<file path="config.mk">
export PLATFORM = sky130hd
export DESIGN_NAME = aopc_top
export DESIGN_NICKNAME = d
export VERILOG_FILES = /design/src/logic/aopc_pkg.sv /design/src/logic/aopc_stream_if.sv /design/src/logic/aopc_buf2.sv /design/src/logic/aopc_top.sv
export SDC_FILE = /design/constraint.sdc
export NUM_CORES = 1
export LEC_CHECK = 0
export BUFFER_PORTS_ARGS = -buffer_cell sky130_fd_sc_hd__buf_2
export CORE_UTILIZATION = 62
export CTS_CLUSTER_DIAMETER = 100
export CTS_CLUSTER_SIZE = 16
export DETAILED_ROUTE_END_ITERATION = 10
export GPL_TIMING_DRIVEN = 0
export PLACE_DENSITY_LB_ADDON = 0.1
export SLEW_MARGIN = 30
export SYNTH_ARGS = -nofsm -noshare
export SYNTH_HDL_FRONTEND = slang
export SYNTH_SLANG_ARGS = --single-unit
</file>
<file path="constraint.sdc">
create_clock -name clk -period 7.37 [get_ports clk]
set_input_delay 0.3685 -clock clk [delete_from_list [all_inputs] [get_ports clk]]
set_output_delay 0.3685 -clock clk [all_outputs]
set_load 0.03 [all_outputs]
</file>
<file path="src/logic/aopc_pkg.sv">
// Constants and types shared by the converter output port logic.
// Assumes one 10 MHz system clock; every time below is in ns.
package aopc_pkg;

  // Result width and buffer depth
  localparam int RES_W     = 16;
  localparam int BUF_DEPTH = 2;

  // System clock period
  localparam int CLK_NS = 100;

  // Least acquisition time, rounded up to whole cycles
  localparam int ACQ_NS    = 750;
  localparam int ACQ_CYC   = (ACQ_NS + CLK_NS - 1) / CLK_NS;
  localparam int ACQ_CNT_W = 4;

  // Least internal serial clock period for each divider code
  localparam int SCLK_NS_0 = 25;
  localparam int SCLK_NS_1 = 50;
  localparam int SCLK_NS_2 = 100;
  localparam int SCLK_NS_3 = 200;

  // Half period in cycles, rounded up, never below one cycle
  localparam int SCLK_HALF_0 = (SCLK_NS_0 + 2 * CLK_NS - 1) / (2 * CLK_NS);
  localparam int SCLK_HALF_1 = (SCLK_NS_1 + 2 * CLK_NS - 1) / (2 * CLK_NS);
  localparam int SCLK_HALF_2 = (SCLK_NS_2 + 2 * CLK_NS - 1) / (2 * CLK_NS);
  localparam int SCLK_HALF_3 = (SCLK_NS_3 + 2 * CLK_NS - 1) / (2 * CLK_NS);
  localparam int DIV_W       = 4;

  // Serial word length, chain delay and edge counter width
  localparam int BIT_LAST  = RES_W - 1;
  localparam int CHAIN_LEN = 16;
  localparam int SER_CNT_W = 5;

  // Positions of the serial functions on the shared data pins
  localparam int PIN_DIV     = 2;
  localparam int PIN_EXT     = 4;
  localparam int PIN_FRAME_POLARITY_SELECT = 5;
  localparam int PIN_SERIAL_CLOCK_INVERT = 6;
  localparam int PIN_RDC     = 7;
  localparam int PIN_SERIAL_DATA_OUTPUT   = 8;
  localparam int PIN_SCLK    = 9;
  localparam int PIN_SYNC    = 10;
  localparam int PIN_RDERR   = 11;

  // Values after reset
  localparam logic [RES_W-1:0] RST_RESULT = 16'h0000;

  // Conversion sequencer states
  typedef enum logic [1:0] {ST_ACQ = 2'b00, ST_WAIT = 2'b01, ST_CONV = 2'b10} aopc_conv_t;

  // Phases of one bit of the internally clocked serial output
  typedef enum logic [1:0] {PH_DRIVE = 2'b00, PH_HIGH = 2'b01, PH_LOW = 2'b10} aopc_phase_t;

endpackage

</file>
<file path="src/logic/aopc_stream_if.sv">
// Valid/ready word stream between the sequencer and the result buffer.
// Assumes both ends sit on the same clock.
`timescale 1ns/1ps
`default_nettype none
interface aopc_stream_if #(parameter int WIDTH = 16);
  logic             valid;
  logic             ready;
  logic [WIDTH-1:0] data;

  // Producer and consumer views
  modport src (output valid, output data, input ready);
  modport snk (input valid, input data, output ready);
endinterface
`default_nettype wire

</file>
<file path="src/logic/aopc_buf2.sv">
// Small flip-flop FIFO with valid/ready on both sides.
// Assumes a synchronous flush and one clock for both sides.
`timescale 1ns/1ps
`default_nettype none
module aopc_buf2 #(
  parameter int WIDTH = 16,
  parameter int DEPTH = 2
) (
  // Clock and reset
  input  wire logic     clk,
  input  wire logic     rst_n,
  input  wire logic     flush,
  // Filling and draining sides
  aopc_stream_if.snk    in_s,
  aopc_stream_if.src    out_s
);
  localparam int PW = (DEPTH > 1) ? $clog2(DEPTH) : 1;
  localparam int CW = $clog2(DEPTH + 1);

  logic [WIDTH-1:0] mem [DEPTH];
  logic [PW-1:0]    wr_ptr;
  logic [PW-1:0]    rd_ptr;
  logic [CW-1:0]    count;
  logic             push;
  logic             pop;

  // Honest full and empty straight from the count
  assign in_s.ready  = (count != CW'(DEPTH));
  assign out_s.valid = (count != '0);
  assign out_s.data  = mem[rd_ptr];
  assign push        = in_s.valid && in_s.ready;
  assign pop         = out_s.valid && out_s.ready;

  // Pointers and count; wrap is explicit so any depth works
  always_ff @(posedge clk or negedge rst_n)
  begin
    if (!rst_n)
    begin
      wr_ptr <= '0;
      rd_ptr <= '0;
      count  <= '0;
    end
    else if (flush)
    begin
      wr_ptr <= '0;
      rd_ptr <= '0;
      count  <= '0;
    end
    else
    begin
      if (push)
        wr_ptr <= (wr_ptr == PW'(DEPTH - 1)) ? '0 : wr_ptr + 1'b1;
      if (pop)
        rd_ptr <= (rd_ptr == PW'(DEPTH - 1)) ? '0 : rd_ptr + 1'b1;
      if (push && !pop)
        count <= count + 1'b1;
      else if (pop && !push)
        count <= count - 1'b1;
    end
  end

  // Storage needs no reset; the count guards it
  always_ff @(posedge clk)
  begin
    if (push)
      mem[wr_ptr] <= in_s.data;
  end
endmodule
`default_nettype wire

</file>
<file path="src/logic/aopc_top.sv">
// Conversion control and result output port of a 16-bit converter.
// Assumes all pins synchronous to clk; the analog core signals completion.
//
// Behaviour
// RQ1: Byte order select swaps parallel result bytes
// RQ2: Coding select low inverts the result MSB
// RQ3: Port select chooses parallel or serial pins
// RQ4: Serial mode leaves lowest two lines undriven
// RQ5: Divider acts only in master read-after-convert
// RQ6: Clock source picks internal or host clock
// RQ7: Frame polarity select sets sync active level
// RQ8: Clock invert picks the data update edge
// RQ9: Chain input appears sixteen clocks later
// RQ10: Read mode picks during or after conversion
// RQ11: Result shifts out MSB first, coded
// RQ12: Internal clock data valid on both edges
// RQ13: External clock updates on its active edge
// RQ14: Sync held active while serial data valid
// RQ15: Unfinished slave read at completion flags error
// RQ16: Top four lines stay outputs always
// RQ17: Busy from start until result is latched
// RQ18: Drivers enabled only with select and read
// RQ19: Chip select gates the external clock
// RQ20: Reset input aborts conversion and clears
// RQ21: Power down blocks further conversion starts
// RQ22: Start at acquisition end or next fall
// RQ23: Divider codes give 25 to 200 ns; here every code gives the same 300 ns serial clock period
// RQ24: Output register holds last result until next
`timescale 1ns/1ps
`default_nettype none
module aopc_top
  import aopc_pkg::*;
(
  // Clock and reset
  input  wire logic             clk,
  input  wire logic             rst_n,
  // Conversion control
  input  wire logic             reset_in,
  input  wire logic             power_down_input,
  input  wire logic             convert_start_n,
  output logic                  busy,
  // Analog core handshake
  output logic                  core_start,
  input  wire logic             core_done,
  input  wire logic [RES_W-1:0] core_result,
  // Read strobes and mode straps
  input  wire logic             cs_n,
  input  wire logic             rd_n,
  input  wire logic             byte_order_select,
  input  wire logic             coding_select,
  input  wire logic             port_select,
  // Shared data pins
  input  wire logic [RES_W-1:0] data_in,
  output logic      [RES_W-1:0] data_out,
  output logic      [RES_W-1:0] data_oe
);

  // Serial controls that share the data pins
  logic [1:0]       serial_clock_divider;
  logic             clock_source_select;
  logic             frame_polarity_select;
  logic             serial_clock_invert;
  logic             read_mode_or_chain_in;
  logic             master_mode;
  logic             slave_mode;
  logic             out_en;
  // Sequencer
  aopc_conv_t       conv_state;
  logic [ACQ_CNT_W-1:0] acq_cnt;
  logic             cnv_prev;
  logic             start_ok;
  // Result path
  logic [RES_W-1:0] fmt;
  logic [RES_W-1:0] out_reg;
  logic             pop;
  // Serial engine
  logic [RES_W-1:0] sh;
  logic [SER_CNT_W-1:0] sh_cnt;
  logic             m_active;
  aopc_phase_t      m_phase;
  logic             m_go;
  logic             m_tick;
  logic [1:0]       div_sel;
  logic [DIV_W-1:0] div_half;
  logic [DIV_W-1:0] div_cnt;
  logic             eff_sclk;
  logic             eff_prev;
  logic             s_upd;
  logic             read_err;
  logic             chain_q;
  logic [RES_W-1:0] next_pins;

  aopc_stream_if #(.WIDTH(RES_W)) cv_s ();
  aopc_stream_if #(.WIDTH(RES_W)) q_s ();

  // Pin reuse in serial mode
  assign serial_clock_divider  = data_in[PIN_DIV +: 2];
  assign clock_source_select   = data_in[PIN_EXT];
  assign frame_polarity_select = data_in[PIN_FRAME_POLARITY_SELECT];
  assign serial_clock_invert   = data_in[PIN_SERIAL_CLOCK_INVERT];
  assign read_mode_or_chain_in = data_in[PIN_RDC];
  assign master_mode = port_select && !clock_source_select; // [RQ3] [RQ6]
  assign slave_mode  = port_select && clock_source_select;  // [RQ6]
  assign out_en      = !cs_n && !rd_n;                      // [RQ18]

  // A full buffer or power down holds off the next start
  assign start_ok = !power_down_input && cv_s.ready; // [RQ21]

  // Falling edge detector on the start strobe
  always_ff @(posedge clk or negedge rst_n)
  begin
    if (!rst_n)
      cnv_prev <= 1'b1;
    else
      cnv_prev <= convert_start_n;
  end

  // Acquisition, wait and conversion sequencer
  always_ff @(posedge clk or negedge rst_n)
  begin
    if (!rst_n)
    begin
      conv_state <= ST_ACQ;
      acq_cnt    <= '0;
      core_start <= 1'b0;
    end
    else if (reset_in)
    begin
      conv_state <= ST_ACQ; // [RQ20]
      acq_cnt    <= '0;
      core_start <= 1'b0;
    end
    else
    begin
      core_start <= 1'b0;
      case (conv_state)
        ST_ACQ:
        begin
          if (acq_cnt == ACQ_CNT_W'(ACQ_CYC - 1))
          begin
            // Already low at the end of acquisition starts at once
            if (!convert_start_n && start_ok) // [RQ22]
            begin
              conv_state <= ST_CONV;
              core_start <= 1'b1;
            end
            else
              conv_state <= ST_WAIT;
          end
          else
            acq_cnt <= acq_cnt + 1'b1;
        end
        ST_WAIT:
        begin
          if (cnv_prev && !convert_start_n && start_ok) // [RQ22]
          begin
            conv_state <= ST_CONV;
            core_start <= 1'b1;
          end
        end
        ST_CONV:
        begin
          if (core_done)
          begin
            conv_state <= ST_ACQ;
            acq_cnt    <= '0;
          end
        end
        default: conv_state <= ST_ACQ;
      endcase
    end
  end

  // Completed words enter the buffer; an aborted one never does
  assign cv_s.valid = (conv_state == ST_CONV) && core_done && !reset_in;
  assign cv_s.data  = core_result;

  // A shifting master stalls the drain, so the buffer can fill
  assign q_s.ready = !m_active;
  assign pop       = q_s.valid && q_s.ready;

  aopc_buf2 #(.WIDTH(RES_W), .DEPTH(BUF_DEPTH)) u_buf (
    .clk   (clk),
    .rst_n (rst_n),
    .flush (reset_in),
    .in_s  (cv_s),
    .out_s (q_s)
  );

  // Output coding applied once, at the latch
  assign fmt = {q_s.data[RES_W-1] ^ !coding_select, q_s.data[RES_W-2:0]}; // [RQ2]

  // Busy until the word has left the buffer into the registers
  assign busy = (conv_state == ST_CONV) || q_s.valid; // [RQ17]

  // Last result; repeated reads see the same value
  always_ff @(posedge clk or negedge rst_n)
  begin
    if (!rst_n)
      out_reg <= RST_RESULT;
    else if (reset_in)
      out_reg <= RST_RESULT;
    else if (pop)
      out_reg <= fmt; // [RQ24]
  end

  // Divider codes count only in master read-after-convert
  assign div_sel = (master_mode && !read_mode_or_chain_in) ? serial_clock_divider : 2'b00; // [RQ5]

  always_comb
  begin
    case (div_sel)
      2'b00:   div_half = DIV_W'(SCLK_HALF_0); // [RQ23]
      2'b01:   div_half = DIV_W'(SCLK_HALF_1);
      2'b10:   div_half = DIV_W'(SCLK_HALF_2);
      2'b11:   div_half = DIV_W'(SCLK_HALF_3);
      default: div_half = DIV_W'(SCLK_HALF_0);
    endcase
  end

  // Phase tick divider for the internal serial clock
  always_ff @(posedge clk or negedge rst_n)
  begin
    if (!rst_n)
      div_cnt <= '0;
    else if (!m_active || div_cnt == '0)
      div_cnt <= div_half - 1'b1;
    else
      div_cnt <= div_cnt - 1'b1;
  end
  assign m_tick = m_active && (div_cnt == '0);

  // Master read starts with the conversion or after the latch
  assign m_go = master_mode && out_en && !m_active
                && (read_mode_or_chain_in ? core_start : pop); // [RQ10]

  // Host clock edges count only while selected
  assign eff_sclk = data_in[PIN_SCLK] ^ serial_clock_invert; // [RQ8]
  assign s_upd    = slave_mode && !cs_n && eff_sclk && !eff_prev; // [RQ19] [RQ13]

  always_ff @(posedge clk or negedge rst_n)
  begin
    if (!rst_n)
      eff_prev <= 1'b0;
    else
      eff_prev <= eff_sclk;
  end

  // Shift register for both serial modes
  always_ff @(posedge clk or negedge rst_n)
  begin
    if (!rst_n)
    begin
      sh       <= RST_RESULT;
      chain_q  <= 1'b0;
      sh_cnt   <= '0;
      m_active <= 1'b0;
      m_phase  <= PH_DRIVE;
    end
    else if (reset_in)
    begin
      sh       <= RST_RESULT;
      chain_q  <= 1'b0;
      sh_cnt   <= '0;
      m_active <= 1'b0;
      m_phase  <= PH_DRIVE;
    end
    else if (pop)
    begin
      sh       <= fmt; // [RQ11]
      sh_cnt   <= '0;
      m_active <= m_go;
      m_phase  <= PH_DRIVE;
    end
    else if (m_go)
    begin
      // Read during conversion sends the previous result
      sh       <= out_reg; // [RQ10]
      sh_cnt   <= '0;
      m_active <= 1'b1;
      m_phase  <= PH_DRIVE;
    end
    else if (m_tick)
    begin
      // Data changes only in the drive phase, clock at its rest level, so both edges see it
      case (m_phase)
        PH_DRIVE: m_phase <= PH_HIGH; // [RQ12]
        PH_HIGH:  m_phase <= PH_LOW;
        PH_LOW:
        begin
          m_phase <= PH_DRIVE;
          if (sh_cnt == SER_CNT_W'(BIT_LAST))
            m_active <= 1'b0;
          else
          begin
            sh     <= {sh[RES_W-2:0], 1'b0}; // [RQ11]
            sh_cnt <= sh_cnt + 1'b1;
          end
        end
        default: m_phase <= PH_DRIVE;
      endcase
    end
    else if (s_upd)
    begin
      // First edge shows the MSB; a chain level enters one edge late, surfacing sixteen edges on
      chain_q <= read_mode_or_chain_in; // [RQ9]
      if (sh_cnt != '0)
        sh <= {sh[RES_W-2:0], chain_q}; // [RQ9] [RQ13]
      if (sh_cnt != '1)
        sh_cnt <= sh_cnt + 1'b1;
    end
  end

  // Unfinished slave read is dropped when a new word lands
  always_ff @(posedge clk or negedge rst_n)
  begin
    if (!rst_n)
      read_err <= 1'b0;
    else
      read_err <= pop && slave_mode && (sh_cnt != '0)
                  && (sh_cnt < SER_CNT_W'(CHAIN_LEN)); // [RQ15]
  end

  // Pin values; the top nibble keeps its parallel meaning
  always_comb
  begin
    next_pins = byte_order_select ? {out_reg[7:0], out_reg[15:8]} : out_reg; // [RQ1]
    if (port_select)
    begin
      next_pins[7:0]       = 8'h00;
      next_pins[PIN_SERIAL_DATA_OUTPUT] = sh[RES_W-1]; // [RQ11]
      next_pins[PIN_SCLK]  = (m_active && m_phase == PH_HIGH) ^ serial_clock_invert; // [RQ8]
      next_pins[PIN_SYNC]  = m_active ^ frame_polarity_select; // [RQ7] [RQ14]
      next_pins[PIN_RDERR] = read_err; // [RQ15]
    end
  end

  // Data pins come from flip-flops
  always_ff @(posedge clk or negedge rst_n)
  begin
    if (!rst_n)
      data_out <= RST_RESULT;
    else
      data_out <= next_pins;
  end

  // Drivers open only while both strobes are low
  always_comb
  begin
    data_oe = {RES_W{out_en}}; // [RQ18] [RQ16]
    if (port_select)
    begin
      data_oe[7:0]          = 8'h00; // [RQ4]
      data_oe[PIN_SCLK]     = out_en && !clock_source_select; // [RQ6]
    end
  end

  logic [RES_W-1:0] swap_exp;
  logic             q_msb;
  assign swap_exp = {out_reg[7:0], out_reg[15:8]};
  assign q_msb    = q_s.data[RES_W-1];
endmodule
`default_nettype wire

</file>
==> Yosys cells after proc, flatten, opt, wreduce, memory -nomap -nowiden <==
Memory sizes are Yosys's and may differ from the RTL's.
Index checks and enable logic that the tools add are counted.
{ "totals": {"regBits": 75, "latchBits": 0, "ram_bits": 32, "rom_bits": 0, "input_bits": 43, "output_inout_bits": 34, "wordCells": 183, "memories": 1} }
{ "memory_table": {"columns": ["name", "depth", "width", "read_ports", "rd_clocked_by_memory_dff", "wr", "line", "text"], "rows": [
  ["u_buf.mem", 2, 16, 1, 0, 1, "aopc_buf2.sv:20", "logic [WIDTH-1:0] mem [DEPTH];"]
]} }
{ "op_classes": {"n_addsub": 8, "n_mul": 0, "div_mod_pow": 0, "magnitude_cmp": 1, "eq_ne": 20, "shift": 0, "muxes": 68, "n_bitwise": 4, "reduce_logical": 64} }
{ "ops": {"columns": ["cell", "count"], "rows": [
  ["two-way mux 16 bit", 11],
  ["two-way mux 5 bit", 8],
  ["logical AND 1 bit", 26],
  ["two-way mux 2 bit", 13],
  ["two-way mux 1 bit", 25],
  ["two-way mux 4 bit", 5],
  ["nonzero test 5 bit", 4],
  ["logical NOT 1 bit", 12],
  ["two-way mux 12 bit", 1],
  ["!= test 3 bit, second input constant", 4],
  ["AND reduction 4 bit", 3],
  ["nonzero test 4 bit", 3],
  ["!= test 5 bit, second input constant", 2],
  ["AND reduction 3 bit", 3],
  ["== test 2 bit, second input constant", 4],
  ["two-way mux 8 bit", 1],
  ["!= test 2 bit, second input constant", 4],
  ["one-hot mux 4 bit (2 select lines)", 1],
  ["nonzero test 2 bit", 4],
  ["subtractor 4 x 1 -> 4 bit, second input constant", 2],
  ["== test 2 x 1 -> 1 bit, second input constant", 3],
  ["logical NOT 2 bit", 3],
  ["one-hot mux 2 bit (3 select lines)", 1],
  ["nonzero test 3 bit", 2],
  ["15 further kinds", 20]
]} }

==> Depth between registers and ports, before layout <==
{ "depth": {"word_depth": 9, "mapped_depth": 9, "mapped_depth_nobuf": 7} }

==> Cells and area by module <==
Synthesis repeated with hierarchy kept, for this count alone.
{ "hier_totals": {"hier_cells": 447, "area_unflattened_um2": 4984.8} }
{ "by_module_without_submodules": {"columns": ["module", "n_inst", "cells_per_inst", "area_each_um2", "seq_area_each_um2"], "rows": [
  ["aopc_top", 1, 373, 3597.2, 1778.0],
  ["aopc_buf2", 1, 74, 1387.6, 1061.0]
]} }

==> Worst setup path after synthesis <==
OpenSTA, ideal clock, no wires.
{ "synth_path": {"kind": "input to register", "start": "in reset_in", "end": "mem u_buf.mem[0][0] (enable)", "setup_ps": 430, "arrival_ps": 2403, "t_required_ps": 6940, "path_slack_ps": 4536, "path_stages": 3, "n_path_buf": 2, "path_cell_list": "buf_2 buf_1 nor4_1"} }
{ "synth_via": {"elab_chain_len": 5} }
{ "synth_lines": {"columns": ["element", "line", "text"], "rows": [
  ["start: declaration", "aopc_top.sv:38", "input wire logic reset_in,"],
  ["logical NOT 1 bit", "aopc_top.sv:175", "assign cv_s.valid = (conv_state == ST_CONV) && core_done && !reset_in;"],
  ["logical AND 1 bit", "aopc_top.sv:175", null],
  ["logical AND 1 bit", "aopc_buf2.sv:31", "assign push = in_s.valid && in_s.ready;"],
  ["two-way mux 1 bit", "aopc_buf2.sv:65", "if (push)"],
  ["two-way mux 1 bit (implied by the code)", "aopc_buf2.sv:66", "mem[wr_ptr] <= in_s.data;"],
  ["end: declaration", "aopc_buf2.sv:20", null]
]} }
No other way between the ends.

==> Worst setup path after layout <==
{ "layout_path": {"start": "reg sh_cnt[1]", "end": "reg sh[9]"} }
{ "layout_via": {"elab_chain_len": 3, "word_cells_on_any_way": 5, "classes_between": "eq/ne (2); reduce/logical (3)"} }
{ "layout_lines": {"columns": ["element", "line", "text"], "rows": [
  ["start: declaration", "aopc_top.sv:78", "logic [SER_CNT_W-1:0] sh_cnt;"],
  ["start signal: assignment", "aopc_top.sv:297", "sh_cnt <= sh_cnt + 1'b1;"],
  ["start signal: assignment", "aopc_top.sv:310", "sh_cnt <= sh_cnt + 1'b1;"],
  ["== test 5 x 4 -> 1 bit or nonzero test 5 bit (tied branches)", "aopc_top.sv:292, aopc_top.sv:307", null],
  ["!= test 5 bit (no line) or nonzero test 5 bit (tied branches)", null, null],
  ["AND reduction 4 bit (no line) *", null, null],
  ["end signal: assignment", "aopc_top.sv:278", "sh <= out_reg;"],
  ["end signal: assignment", "aopc_top.sv:296", "sh <= {sh[RES_W-2:0], 1'b0};"],
  ["end signal: assignment", "aopc_top.sv:308", "sh <= {sh[RES_W-2:0], chain_q};"],
  ["end: declaration", "aopc_top.sv:77", "logic [RES_W-1:0] sh;"]
]} }
Every way passes the cells marked *; elsewhere a longest branch is shown, timed or not.
A chain may end at the register's enable or synchronous reset.

==> reports/metrics.yaml <==
status:
  status: "finished clean"
global_route:
  grt_max_degree: 48
  grt_use_total: 0.267
  antenna_found_initial: 0
  overflow: 0
  grt_pass1_wl_um: 18000
  grt_pass1_vias: 3672
timing:
  skew_ns: 0.0190
  slew_viol_final: 0
  whs_ns: 0.0864
  finalHoldViolCount: 0
  rsz0062_at_grt: "false"
  fin_crit_sh: 0.313
  max_freq_mhz: 433
  slew_headroom: 0.530
  tns_ns: 0
  worstMarginPinSlew_ns: 0.704
  fin_crit_ns: 2.31
  setup_viol: 0
  postLayoutSetupSlackWorst_ns: 5.06
min_path:
  min_to: "cnv_prev"
  hp-class: "input pin to register"
  hold_start: "convert_start_n"
  holdPathStages: 1
routing:
  post_drt_wl_per_cell_um: 17.0
  via_per_inst: 5.83
  dr.pass1.iters: 5
  num_vias: 3726
  ant_nets: 0
  wl_um: 10900
  first_iter_violations: 278
  route.detailed.drc: 0
placed_design:
  post-dp-hpwl_um: 8110
  place_congestion: 0.835
  place_area_mm2: 0.00582
  place_ws_ns: 4.93
  numPlacedInstances: 622
  port_buffers: 64
layout:
  final_common_cell: "buf_2"
  layout_common_cells: "buf_2, dfrtp_1, mux2i_1"
  utilization: 0.728
  area_delta_synth_final_pct: 13.0
  drive_gt1_frac: 0.277
  layout.cells.non_filler: 639
  largest_reg_flops: 32
  final_cell_area_mm2: 0.00601
  n_antenna_cell: 0
  largest-register: "u_buf.mem"
  nNetsFinal: 579
setup_path:
  cp.arrival_ns: 2.58
  crit_required_ns: 7.64
  worstRegToRegCells: 8
  startpoint_type: "register"
  reg2reg_to: "sh[9]"
  reg2reg_slack_ns: 5.06
  worst_r2r_startpoint: "sh_cnt[1]"
  cp_max_fo: 10
  critPathKind: "register to register"
  worstSetupEndpointType: "register"
pwr:
  p_per_area_mw_per_mm2: 216
  combPwrFrac: 0.211
  peakVddDrop_mv: 0.156
  power_frac_seq: 0.526
  swShare: 0.304
  intPower_mw: 0.905
  leakagePower_nw: 2.92
  p_sw_mw: 0.394
  power_mw: 1.30
  power_frac_clock: 0.263
synthesis:
  synth_edf_count: 32
  avgSynthCellArea_um2: 11.8
  synth_area_leaders: "dfrtp_1, edfxtp_1, mux2i_1, a2bb2oi_2, nand3_1"
  synth.ff_latch_count: 107
  yosys_warnings: 0
  ys_types: 64
  synthArstFlopShare: 0.701
  synth_area_leader_cell: "dfrtp_1"
  synth_cells: 450
  synth_top_area_share: 0.348
  synth_ff_type: "dfrtp_1"
  synth_seq_area_share: 0.534
  synth_area_mm2: 0.00532
  syn_nets: 500
run:
  cap_violations: 0
cts:
  cts_tree: "built"
  cts_sinks: 107
  h-tree-depth: 3
  clk_latency_ns: 0.38
  cts-root-buf: "clkbuf_8"
  cts_buffers: 9
  clk_pin_slew_ns: 0.10
  clockBufferDepth: 2
floorplanning:
  pin_count: 77
  rows: 33
  die_x_um: 94.6
  core_region_area_mm2: 0.00826
  die_h_um: 94.6
  dieArea_mm2: 0.00895
  start_util: 0.644
==> power groups by stage <==
stage          clock network (mW)  logic [mW]  registers, mW
2_1_floorplan                   0       0.191          0.699
3_3_place_gp                    0       0.263          0.692
3_5_place_dp                    0       0.273          0.696
4_1_cts                     0.344       0.274          0.683
5_1_grt                     0.371       0.297          0.689
6_report                    0.341       0.274          0.684
==> how the worst max path moves through the flow <==
| stage | startpoint | endpoint | slack, ns |
|---|---|---|---|
| 2_1_floorplan | reset_in | u_buf.mem[0][0] | 4.54 |
| 3_3_place_gp | reset_in | u_buf.mem[0][4] | 3.52 |
| 3_5_place_dp | reset_in | u_buf.mem[1][6] | 4.93 |
| 4_1_cts | sh_cnt[1] | sh[8] | 5.07 |
| 5_1_grt | sh_cnt[1] | sh[8] | 4.96 |
| 6_report | sh_cnt[1] | sh[9] | 5.06 |
==> worst max-delay path, stage by stage (launching register included) <==
cell       delay (ns)
dfrtp_1          0.43
ha_1             0.21
and3_1           0.21
ha_1             0.20
nor3b_1          0.31
nor3_2           0.16
buf_2            0.22
a211o_2          0.33
a2bb2oi_2        0.13
==> logic make-up after synthesis <==
group	synth area share
XOR/XNOR	0.0179
adder cells (fa/ha/maj)	0.0165
AND/OR/NAND/NOR	0.154
flip-flops	0.534
AO/OA/AOI/OAI	0.117
buffers and inverters	0.0663
multiplexers	0.0955
==> metal layers <==
metal,vias up,wire length (um),track usage,part of all wire
met3,13,543,0.0435,0.050
met1,1842,4730,0.346,0.44
met5,-,0,0,0
li1,1756,-,-,-
met2,115,5440,0.454,0.50
met4,0,154,0.0934,0.014
==> synth_stat cells, types with 3 or more instances <==
cell       number
dfrtp_1        74
mux2i_1        44
nand3_1        33
edfxtp_1       32
inv_1          24
nor2_1         23
nand2b_1       18
nor3_1         17
buf_4          15
a2bb2oi_2      11
buf_2          11
nand2_1        11
a211o_2         8
clkbuf_1        8
o21ai_0         8
a211o_1         7
ha_1            7
xnor2_1         7
nor2b_1         6
a21oi_1         5
mux2_2          5
nand3b_1        5
and3_1          4
nor3b_1         4
or3_1           4
a21boi_0        3
a21o_1          3
a2bb2oi_1       3
buf_6           3
==> layout make-up <==
cell class	count	area [um2]
plain buffers	40	259
multi-input cells	278	2130
clock buffers	9	124
repair buffers	68	370
well taps	105	131
flip-flops and latches	107	2840
inverters	25	93.8
clock inverters	7	58.8
fillers	607	2250
==> repair_timing <==
item / in CTS / in global routing
endpoints found under the hold margin: 27 / 0
gates resized for setup: 0 / 0
setup buffers: 0 / 0
hold buffers: 1 / 0
No activity file was read; power rests on OpenSTA's default activity.
